File: src/logic/sccs_regs.svh
/*
  Register offsets, field positions, reset values and timing counts of the
  system clock select block.
  Assumes a 32-bit APB with byte addresses and a 100 MHz pclk.
*/
`ifndef SCCS_REGS_SVH
`define SCCS_REGS_SVH

// ----------------------------------------------------------------
// Register offsets (byte addresses)
// ----------------------------------------------------------------
`define SCCS_OFF_OSC_CTRL 12'h000
`define SCCS_OFF_IRQ_STATUS 12'h004
`define SCCS_OFF_IRQ_MASK 12'h008

// ----------------------------------------------------------------
// Oscillator control fields and reset value
// ----------------------------------------------------------------
`define SCCS_OSC_FREQ_HI 6
`define SCCS_OSC_FREQ_LO 4
`define SCCS_OSC_FORCE_BIT 0
`define SCCS_FREQ_RESET 3'h6

// ----------------------------------------------------------------
// Interrupt status / mask bit positions
// ----------------------------------------------------------------
`define SCCS_IRQ_FAIL 0
`define SCCS_IRQ_WARM 1
`define SCCS_IRQ_FAST 2

// ----------------------------------------------------------------
// Timing
// ----------------------------------------------------------------
`define SCCS_WARMUP_EDGES 11'h400
`define SCCS_CLK_PERIOD_NS 10
`define SCCS_FAIL_TIME_NS 2000
`define SCCS_FAIL_CYCLES (`SCCS_FAIL_TIME_NS / `SCCS_CLK_PERIOD_NS)

`endif

File: src/logic/sccs_pkg.sv
/*
  Types shared by the system clock select block: clock modes, selector
  states, pin carrier and the state records of the synchroniser and the external clock watcher.
  Assumes nothing of its surroundings.
*/
package sccs_pkg;

  // ----------------------------------------------------------------
  // Clock mode field of the configuration word
  // ----------------------------------------------------------------
  typedef enum logic [2:0] {
    low_gain_crystal_mode = 3'h0,
    mid_gain_crystal_mode = 3'h1,
    high_gain_crystal_mode = 3'h2,
    driven_clk_in_mode = 3'h3,
    resistor_cap_clkout_mode = 3'h4,
    resistor_cap_gpio_mode = 3'h5,
    internal_clkout_mode = 3'h6,
    internal_gpio_mode = 3'h7
  } sccs_mode_type;

  typedef enum logic [1:0] {st_warmup, st_ext, st_int, st_failed} sccs_sel_state_type;

  typedef struct packed {
    logic out;
    logic oe_n;
  } sccs_pin_type;

  typedef struct packed {
    logic s1;
    logic s2;
    logic s3;
    logic level;
  } sccs_sync_type;

  typedef struct packed {
    logic [10:0] edge_cnt;
    logic warm_done;
    logic [15:0] idle_cnt;
    logic fail;
  } sccs_watch_type;

  // Crystal modes need the warm-up count
  function automatic logic sccs_is_xtal(input sccs_mode_type m);
    return m inside {low_gain_crystal_mode, mid_gain_crystal_mode, high_gain_crystal_mode};
  endfunction : sccs_is_xtal

  // Modes whose clock comes from outside the chip
  function automatic logic sccs_is_ext(input sccs_mode_type m);
    return sccs_is_xtal(m) || m inside {driven_clk_in_mode, resistor_cap_clkout_mode, resistor_cap_gpio_mode};
  endfunction : sccs_is_ext

endpackage : sccs_pkg

File: src/logic/sccs_sync3.sv
/*
  Three-stage synchroniser for a level from outside the pclk domain.
  Assumes the input may change at any time; the output follows only once
  the second and third stages agree.
*/
`timescale 1ns/1ps
module sccs_sync3 import sccs_pkg::*; (
  input wire logic pclk,
  input wire logic presetn,
  input wire logic ce,
  input wire logic raw,
  output logic level
);

  sccs_sync_type q;
  sccs_sync_type d;

  // ----------------------------------------------------------------
  // Next state
  // ----------------------------------------------------------------
  // The first stage feeds only the second; nothing else looks at it
  always_comb begin
    d = q;
    d.s1 = raw;
    d.s2 = q.s1;
    d.s3 = q.s2;
    if (q.s2 == q.s3) begin
      d.level = q.s3;
    end
  end

  always_ff @(posedge pclk or negedge presetn) begin
    if (!presetn) begin
      q <= '0;
    end else if (ce) begin
      q <= d;
    end
  end

  assign level = q.level;
endmodule : sccs_sync3

File: src/logic/sccs_ext_watch.sv
/*
  Watches the synchronised external clock: counts edges for the crystal
  warm-up and flags a missing clock for the fail monitor.
  Assumes ext_edge is a one-cycle pulse per external rising edge and
  restart a one-cycle pulse from the selector.
*/
`timescale 1ns/1ps
`include "sccs_regs.svh"
module sccs_ext_watch import sccs_pkg::*; #(
  parameter logic [10:0] WARM_COUNT = `SCCS_WARMUP_EDGES,
  parameter logic [15:0] FAIL_CYCLES = 16'(`SCCS_FAIL_CYCLES)
) (
  input wire logic pclk,
  input wire logic presetn,
  input wire logic ce,
  input wire logic ext_edge,
  input wire logic restart,
  input wire logic monitor_en,
  output logic warm_done,
  output logic ext_fail
);

  sccs_watch_type q;
  sccs_watch_type d;

  // ----------------------------------------------------------------
  // Warm-up count and idle timeout
  // ----------------------------------------------------------------
  // Fail stays sticky until the next restart; recovering needs a new start
  always_comb begin
    d = q;
    if (restart) begin
      d = '0;
    end else begin
      if (ext_edge && !q.warm_done) begin
        d.edge_cnt = q.edge_cnt + 11'h001;
        if (d.edge_cnt == WARM_COUNT) begin
          d.warm_done = 1'b1;
        end
      end
      if (!monitor_en || ext_edge) begin
        d.idle_cnt = '0;
      end else if (q.idle_cnt != FAIL_CYCLES) begin
        d.idle_cnt = q.idle_cnt + 16'h0001;
      end
      if (monitor_en && d.idle_cnt == FAIL_CYCLES) begin
        d.fail = 1'b1;
      end
    end
  end

  always_ff @(posedge pclk or negedge presetn) begin
    if (!presetn) begin
      q <= '0;
    end else if (ce) begin
      q <= d;
    end
  end

  assign warm_done = q.warm_done;
  assign ext_fail = q.fail;
endmodule : sccs_ext_watch

File: src/logic/sccs_top.sv
/*
  System clock select: mode strap capture, source selector with warm-up,
  two-speed start and fail monitor, Fosc/4 clock output, pin muxing of the
  two oscillator pins, APB register file and interrupt.
  Assumes a 100 MHz pclk, an APB master, straps stable at reset release,
  asynchronous oscillator pins and same-domain port and oscillator ticks.
*/
// The register offsets and the APB slave port were left to the implementer.
`timescale 1ns/1ps
`include "sccs_regs.svh"

module sccs_top import sccs_pkg::*; (
  input wire logic pclk,
  input wire logic presetn,
  input wire logic ce,
  input wire logic psel,
  input wire logic penable,
  input wire logic pwrite,
  input wire logic [11:0] paddr,
  input wire logic [31:0] pwdata,
  output logic [31:0] prdata,
  output logic pready,
  output logic pslverr,
  input wire logic [2:0] cfg_clk_mode,
  input wire logic cfg_fail_mon_en,
  input wire logic cfg_two_speed_en,
  input wire logic sleep_wake,
  input wire logic int_osc_tick,
  input wire logic fast_osc_stable_raw,
  input wire logic slow_osc_stable_raw,
  input wire logic porta_bit7_pin_in,
  input wire logic [1:0] gpio_out,
  input wire logic [1:0] gpio_drive,
  output logic porta_bit6_pin_out,
  output logic porta_bit6_pin_oe_n,
  output logic porta_bit7_pin_out,
  output logic porta_bit7_pin_oe_n,
  output logic ext_clk_selected,
  output logic [2:0] int_freq_sel,
  output logic exec_hold,
  output logic irq
);

  // ----------------------------------------------------------------
  // State record
  // ----------------------------------------------------------------
  typedef struct packed {
    logic cfg_taken;
    sccs_mode_type mode;
    logic fail_mon_en;
    logic two_speed_en;
    sccs_sel_state_type state;
    logic restart;
    logic ext_selected;
    logic exec_hold;
    logic [2:0] freq_sel;
    logic force_int;
    logic ext_prev;
    logic fast_prev;
    logic div;
    logic clkout;
    sccs_pin_type pin6;
    sccs_pin_type pin7;
    logic [2:0] status;
    logic [2:0] mask;
    logic irq;
    logic pready;
    logic pslverr;
    logic [31:0] prdata;
  } sccs_top_state_type;

  sccs_top_state_type q;
  sccs_top_state_type d;

  logic ext_lvl;
  logic fast_rdy;
  logic slow_rdy;
  logic warm_done;
  logic ext_fail;
  logic ext_rise;
  logic fast_rise;
  logic xtal;
  logic ext_mode;
  logic setup;
  logic wr_en;
  logic src_tick;
  logic mapped;
  logic [2:0] ev;
  logic [2:0] clr;

  // ----------------------------------------------------------------
  // Synchronisers and external clock watcher
  // ----------------------------------------------------------------
  sccs_sync3 u_sync_ext (
    .pclk(pclk),
    .presetn(presetn),
    .ce(ce),
    .raw(porta_bit7_pin_in),
    .level(ext_lvl)
  );

  sccs_sync3 u_sync_fast (
    .pclk(pclk),
    .presetn(presetn),
    .ce(ce),
    .raw(fast_osc_stable_raw),
    .level(fast_rdy)
  );

  sccs_sync3 u_sync_slow (
    .pclk(pclk),
    .presetn(presetn),
    .ce(ce),
    .raw(slow_osc_stable_raw),
    .level(slow_rdy)
  );

  // Monitor only once running external; a crystal that has not yet started
  // would otherwise look like a failed one
  sccs_ext_watch u_watch (
    .pclk(pclk),
    .presetn(presetn),
    .ce(ce),
    .ext_edge(ext_rise),
    .restart(q.restart),
    .monitor_en(q.fail_mon_en && q.state == st_ext),
    .warm_done(warm_done),
    .ext_fail(ext_fail)
  );

  // Helper by pin: the port logic's own value and direction
  function automatic sccs_pin_type gpio_pin(input logic o, input logic drv);
    return '{out: o, oe_n: ~drv};
  endfunction : gpio_pin

  // ----------------------------------------------------------------
  // Next state
  // ----------------------------------------------------------------
  always_comb begin
    d = q;
    ev = '0;
    clr = '0;
    d.restart = 1'b0;
    ext_rise = ext_lvl & ~q.ext_prev;
    fast_rise = fast_rdy & ~q.fast_prev;
    d.ext_prev = ext_lvl;
    d.fast_prev = fast_rdy;
    xtal = sccs_is_xtal(q.mode);
    ext_mode = sccs_is_ext(q.mode);

    // Straps are caught once, after reset release
    if (!q.cfg_taken) begin
      d.cfg_taken = 1'b1;
      d.mode = sccs_mode_type'(cfg_clk_mode);
      d.fail_mon_en = cfg_fail_mon_en;
      d.two_speed_en = cfg_two_speed_en | cfg_fail_mon_en;
      d.restart = 1'b1;
    end else begin
      unique case (q.state)
        st_warmup: begin
          // Wait one cycle after restart so a stale done is not seen
          if (!ext_mode) begin
            d.state = st_int;
          end else if (!q.restart && (!xtal || warm_done)) begin
            d.state = st_ext;
            ev[`SCCS_IRQ_WARM] = xtal;
          end
        end
        st_ext: begin
          if (ext_fail) begin
            d.state = st_failed;
            ev[`SCCS_IRQ_FAIL] = 1'b1;
          end else if (sleep_wake && xtal) begin
            d.state = st_warmup;
            d.restart = 1'b1;
          end
        end
        st_int: begin
          d.state = st_int;
        end
        st_failed: begin
          d.state = st_failed;
        end
      endcase
    end

    // APB: zero-wait answer, pready high in every access phase
    setup = psel & ~penable;
    wr_en = psel & penable & q.pready & pwrite;
    mapped = paddr inside {`SCCS_OFF_OSC_CTRL, `SCCS_OFF_IRQ_STATUS, `SCCS_OFF_IRQ_MASK};
    d.pready = setup;
    d.pslverr = setup & ~mapped;
    d.prdata = 32'h0000_0000;
    if (setup && !pwrite) begin
      unique case (paddr)
        `SCCS_OFF_OSC_CTRL: begin
          // Bit 7 is left zero
          d.prdata[7:0] = {1'b0, q.freq_sel, q.ext_selected, fast_rdy, slow_rdy, q.force_int};
        end
        `SCCS_OFF_IRQ_STATUS: begin
          d.prdata[2:0] = q.status;
        end
        `SCCS_OFF_IRQ_MASK: begin
          d.prdata[2:0] = q.mask;
        end
        default: begin
          d.prdata = 32'h0000_0000;
        end
      endcase
    end
    if (wr_en) begin
      unique case (paddr)
        `SCCS_OFF_OSC_CTRL: begin
          d.freq_sel = pwdata[`SCCS_OSC_FREQ_HI:`SCCS_OSC_FREQ_LO];
          d.force_int = pwdata[`SCCS_OSC_FORCE_BIT];
        end
        `SCCS_OFF_IRQ_STATUS: begin
          clr = pwdata[2:0];
        end
        `SCCS_OFF_IRQ_MASK: begin
          d.mask = pwdata[2:0];
        end
        default: begin
          clr = '0;
        end
      endcase
    end

    // Source selection; force bit overrides the strap mode at once
    d.ext_selected = (d.state == st_ext) & ~d.force_int;
    d.exec_hold = (d.state == st_warmup) & ~d.two_speed_en;

    // Fosc/4: toggle every second tick of the running source
    src_tick = q.ext_selected ? ext_rise : int_osc_tick;
    if (src_tick) begin
      d.div = ~q.div;
      if (q.div) begin
        d.clkout = ~q.clkout;
      end
    end

    // Pin muxing; crystal modes leave both pins to the oscillator
    d.pin6 = '{out: 1'b0, oe_n: 1'b1};
    d.pin7 = '{out: 1'b0, oe_n: 1'b1};
    if (q.cfg_taken) begin
      unique case (q.mode)
        low_gain_crystal_mode, mid_gain_crystal_mode, high_gain_crystal_mode: begin
          d.pin6 = '{out: 1'b0, oe_n: 1'b1};
        end
        driven_clk_in_mode, resistor_cap_gpio_mode: begin
          d.pin6 = gpio_pin(gpio_out[0], gpio_drive[0]);
        end
        resistor_cap_clkout_mode: begin
          d.pin6 = '{out: q.clkout, oe_n: 1'b0};
        end
        internal_clkout_mode: begin
          d.pin6 = '{out: q.clkout, oe_n: 1'b0};
          d.pin7 = gpio_pin(gpio_out[1], gpio_drive[1]);
        end
        internal_gpio_mode: begin
          d.pin6 = gpio_pin(gpio_out[0], gpio_drive[0]);
          d.pin7 = gpio_pin(gpio_out[1], gpio_drive[1]);
        end
      endcase
    end

    // Sticky events; a new event wins over a clear in the same cycle
    ev[`SCCS_IRQ_FAST] = fast_rise;
    d.status = (q.status & ~clr) | ev;
    d.irq = |(d.status & d.mask);
  end

  // ----------------------------------------------------------------
  // State register
  // ----------------------------------------------------------------
  always_ff @(posedge pclk or negedge presetn) begin
    if (!presetn) begin
      q <= '0;
      q.freq_sel <= `SCCS_FREQ_RESET;
      q.exec_hold <= 1'b1;
      q.pin6 <= '{out: 1'b0, oe_n: 1'b1};
      q.pin7 <= '{out: 1'b0, oe_n: 1'b1};
    end else if (ce) begin
      q <= d;
    end
  end

  assign prdata = q.prdata;
  assign pready = q.pready;
  assign pslverr = q.pslverr;
  assign porta_bit6_pin_out = q.pin6.out;
  assign porta_bit6_pin_oe_n = q.pin6.oe_n;
  assign porta_bit7_pin_out = q.pin7.out;
  assign porta_bit7_pin_oe_n = q.pin7.oe_n;
  assign ext_clk_selected = q.ext_selected;
  assign int_freq_sel = q.freq_sel;
  assign exec_hold = q.exec_hold;
  assign irq = q.irq;
endmodule : sccs_top

File: config.mk
export PLATFORM = sky130hd
export DESIGN_NAME = sccs_top
export DESIGN_NICKNAME = d
export VERILOG_FILES = /design/src/logic/sccs_pkg.sv /design/src/logic/sccs_sync3.sv /design/src/logic/sccs_ext_watch.sv /design/src/logic/sccs_top.sv
export VERILOG_INCLUDE_DIRS = /design/src /design/src/logic
export SDC_FILE = /design/constraint.sdc
export NUM_CORES = 1
export LEC_CHECK = 0
export BUFFER_PORTS_ARGS = -buffer_cell sky130_fd_sc_hd__buf_2
export CAP_MARGIN = 10
export CELL_PAD_IN_SITES_DETAIL_PLACEMENT = 1
export CELL_PAD_IN_SITES_GLOBAL_PLACEMENT = 1
export CORE_ASPECT_RATIO = 1.4
export CORE_MARGIN = 10
export CORE_UTILIZATION = 41
export DETAILED_ROUTE_END_ITERATION = 12
export PLACE_DENSITY_LB_ADDON = 0.3
export SYNTH_ARGS = -nofsm -noshare
export SYNTH_HDL_FRONTEND = slang
export SYNTH_HIERARCHICAL = 1
export SYNTH_SLANG_ARGS = --single-unit
File: constraint.sdc
create_clock -name pclk -period 2.3 [get_ports pclk]
set_input_delay 0.46 -clock pclk [delete_from_list [all_inputs] [get_ports pclk]]
set_output_delay 0.46 -clock pclk [all_outputs]
set_load 0.005 [all_outputs]
# Yosys cells after proc, flatten, opt, wreduce, memory -nomap -nowiden
# Cells that the tools add are included.
# word_totals
regBits	105
input_bits	64
output_inout_bits	44
wordCells	161
# op_classes
reduce_logical	39
n_mux	36
bitwise	25
n_eq_ne	19
n_addsub	2
# ops
operator	n
16-bit 2-to-1 mux	3
29-bit 2-to-1 mux	1
16-bit by 1-bit adder with 16-bit output (second input constant)	1
16-bit by 8-bit equality test with 1-bit output (second input constant)	1
16-bit by 8-bit inequality test with 1-bit output (second input constant)	1
3-bit 2-to-1 mux	5
1-bit 2-to-1 mux	14
2-bit AND reduction	7
12-bit by 3-bit equality test with 1-bit output (second input constant)	1
12-bit by 4-bit equality test with 1-bit output (second input constant)	1
3-bit equality test (second input constant)	4
12-bit logical NOT	1
12-bit 2-to-1 mux	1
2-bit 2-to-1 mux	6
11-bit by 1-bit adder with 11-bit output (second input constant)	1
11-bit equality test (second input constant)	1
1-bit NOT	11
1-bit bitwise AND	9
3-bit case mux with 3 select lines	1
3-bit AND reduction	3
3-bit nonzero test	3
3-bit OR reduction	3
4-bit 2-to-1 mux	2
2-bit case mux with 4 select lines	1
18 further kinds	39

# Depth between registers and ports, before layout
# logic_depth
ltp_word	12
depth_mapped	8
mapped_depth_nobuf	7

# Cells and area by module
# The synthesis kept the hierarchy.
# by_module_without_submodules
module	cells_per_inst	instances	seq_area_each_um2	area_each_um2
sccs_top	215	1	982.2	2187.1
sccs_ext_watch	237	1	725.7	1913.1
sccs_sync3	12	3	100.1	155.1

# Least setup slack after synthesis
# Ideal clock, no wire load.
# synth_timing
path_type	in2reg
startpoint	input port paddr[9]
endpoint	register q[35] in the netlist's numbering
arrival_ps	2330
path_buffers	0
required_ps	2175
setup_time_ps	125
stages	4
setup_slack_ps	-155
cell_sequence	or4_4 or4_4 or4b_4 mux2_4
# synth_via
elab_chain_len	3
# synth_lines
item	line_no	source
start: declaration	sccs_top.sv:19	input wire logic [11:0] paddr,
12-bit by 4-bit equality test with 1-bit output	sccs_top.sv:212	unique case (paddr)
3-bit 2-to-1 mux	sccs_top.sv:212	
3-bit 2-to-1 mux	sccs_top.sv:211	if (wr_en) begin
end: declaration	sccs_top.sv:72	sccs_top_state_type q;
# No other way between the ends.
# A chain may end at the register's enable or synchronous reset.

# Final worst setup path
# layout_timing
startpoint	input port paddr[9]
endpoint	register q[36] in the netlist's numbering
# Same word-level chain as after synthesis.

==> key figures <==
Outcome
  – Status: finished, final reports clean

Power and ir drop
  – Power consumption: 3.66 mW
  – VDD IR max: 0.000330 V
  – P_leak: about 2.4 nW
  – Power Density: just under 700 nW/µm²

Layout
  – Area of the multi-input gates: 2250 µm²
  – Area added between synthesis and finish: 15.9%
  – Fraction of layout cells with a size suffix above 1: 0.254
  – Most common cell after layout, fill and taps aside: dfrtp_1
  – Finished Cell Area: 5290 µm²
  – Diode count: 0
  – Final Non-Filler Cells: around 700
  – Nets: roughly 620
  – # fillers: approximately 1300
  – Commonest cells after routing, fill and taps aside: dfrtp_1, nand2_1, buf_2, o21ai_0, buf_4
  – Utilization after layout: 0.487
  – Register Area: around 2000 µm²

Critical path
  – Reg2reg end: u_watch/ext_fail$_DFFE_PN0P_
  – R2r setup slk: 0.13 ns
  – Setup crit end: q[36]$_DFFE_PN0P_
  – Crit path from: paddr[9]
  – Reg2reg path depth: 5
  – Critical path required time: approximately 2.5 ns
  – Critical path launch point type: input pin
  – Worst-path fanout max: 4
  – Worst setup path class: input pin to flip-flop
  – CP Capture Type: flip-flop
  – Origin of the critical flop-to-flop path: u_watch/q[4]$_DFFE_PN0P_
  – CP arrival: around 2.5 ns

CTS
  – Total CTS buffers: 9
  – H-tree Lvls: 3
  – Clock tree buffer depth: 2
  – Clock Latency Late Sink: 0.34 ns
  – Clk slew on worst S/H paths: 0.06 ns
  – Clock Tree Root: clkbuf_16
  – Clock sinks: 80
  – Hold buffers post-CTS: 0
  – CTS tree: yes
  – Post-CTS Resized: 0
  – Post-CTS setup buffer count: 0

STA
  – Final setup viols: 0
  – Hold Violations, Final: 0
  – Fin crit period: 2.26 ns
  – Max-slew violation count: 0
  – Final Skew: roughly 0.0062 ns
  – Total negative slack: 0 ns
  – FMAX: ~0.44 GHz
  – RSZ-0062 raised after global routing: no
  – Period utilisation layout: 0.981
  – Slew Limit Headroom: 0.546
  – Worst-margin pin slew: slightly below 0.7 ns

Global route
  – First-pass GRT wire length: 20.2 mm
  – Largest net degree at the start of global routing: 49
  – Antenna violations before repair: 0
  – Via count of the first global-routing pass: 4168
  – Total GRT Usage: 0.159
  – Grt total ovfl: 0

Placed design
  – PortBufs: between 50 and 60
  – RD Place Congestion: 0.829
  – Placed cell count: ~690
  – Placed inst area: 5010 µm²
  – DP Wirelength: 9.23 mm

Drt
  – Final wirelength: 12.2 mm
  – Average wire per standard cell: 17.4 µm
  – Vias per cell: 5.48
  – Routed via count: 3843
  – DRC: 0
  – Drt pass-1 iters: 4
  – DRT iter0 DRCs: 133
  – DRT antenna net count: 0

Synth
  – Post-synth EDFFs: 0
  – Ys async rst share: 1.00
  – Synth Area per Inst: about 9.4 µm²
  – Post-synth top area share: 0.411
  – Post-Syn Area: ~4600 µm²
  – Main area contributors after synthesis: dfrtp_1, buf_4, nand2_1
  – Post-synthesis cell count: 488
  – Yosys reg bits: 80
  – Sequential share of the synthesized area: 0.440
  – Netlist cell types: 63
  – Synthesis warning total: 6
  – Post-synth top area cell: dfrtp_1
  – Top FF cell, synth: dfrtp_1

Die
  – DIE HEIGHT: 145 µm
  – Initial Util: 0.420
  – Rows: 45
  – Die area: ~16000 µm²
  – Core Area: roughly 11000 µm²
  – # IOs: 108
  – Die width: 109 µm

Run
  – # Max-Cap Violations: 0

Hold path
  – Worst hold path type: input pin to asynchronous set/reset pin
==> report_power, final <==
group | internal [mW] | switching [mW]
combinational | 0.266 | 0.311
clock | 0.742 | 0.616
sequential | 1.57 | 0.158
==> stage by stage <==
step / hold WS (ns) / setup slack (ns)
floorplan: 0.164 / -0.155
global placement: 0.459 / -0.292
detailed placement: 0.468 / -0.315
CTS: 0.167 / 0.0497
global route: 0.198 / 0.00847
finish: 0.144 / 0.0430
==> cell families after synthesis <==
logic type,share of synthesized area
compound gates,0.161
xor+xnor,0.0211
fa+ha+maj,0.00822
buf+inv,0.0874
flops,0.440
mux,0.0619
other cells,0.000821
simple gates,0.220
==> synth_stat cells (all sizes together), types with 7 or more instances <==
master,count
a21oi,18
a22o,8
buf,43
clkbuf,12
dfrtp,75
inv,14
mux2,17
mux2i,8
nand2,59
nand2b,13
nand3,15
nor2,26
nor2b,10
nor3,11
nor4,7
o21ai,43
o2bb2ai,11
o31ai,10
or4,7
xnor2,10
==> sequential cells by signal, summed over array words and instances, names as in the netlist, 2 cells and up <==
register       count
prdata             7
int_freq_sel       3
u_sync_ext/d       2
u_sync_fast/d      2
u_sync_slow/d      2
u_watch/q         27
q                 20
==> worst max-delay path, cell delays in order <==
cell and delay, ns:
buf_2 0.10, or4_4 0.53, or4_4 0.53, or4b_4 0.55
mux2_4 0.32
==> cell type report <==
cell class,instances,area share
sequential,80,0.379
timing repair buffer,87,0.0997
clock buffer,9,0.0425
multi-input combinational,363,0.425
tap,141,0.0333
inverter,14,0.00993
clock inverter,7,0.0104
==> worst min path at each step <==
stage                                      to  slack (ns)  cells after the start
3_5_place_dp   porta_bit6_pin_out$_DFFE_PN0P_        0.47                      1
6_report                prdata[1]$_DFFE_PN0P_        0.14                      1
5_1_grt                 prdata[1]$_DFFE_PN0P_        0.20                      1
3_3_place_gp                q[46]$_DFFE_PN0P_        0.46                      1
4_1_cts                 prdata[1]$_DFFE_PN0P_        0.17                      1
2_1_floorplan    ext_clk_selected$_DFFE_PN0P_        0.16                      0
==> routing by layer <==
| metal | up-vias | global-route usage | routed length (µm) |
|---|---|---|---|
| met5 | - | 0 | 0 |
| met4 | 0 | 0.0598 | 185 |
| met2 | 66 | 0.292 | 6570 |
| met1 | 1933 | 0.175 | 5000 |
| met3 | 13 | 0.0297 | 456 |
| li1 | 1831 | - | - |
Power figures use the tool's default switching activity.
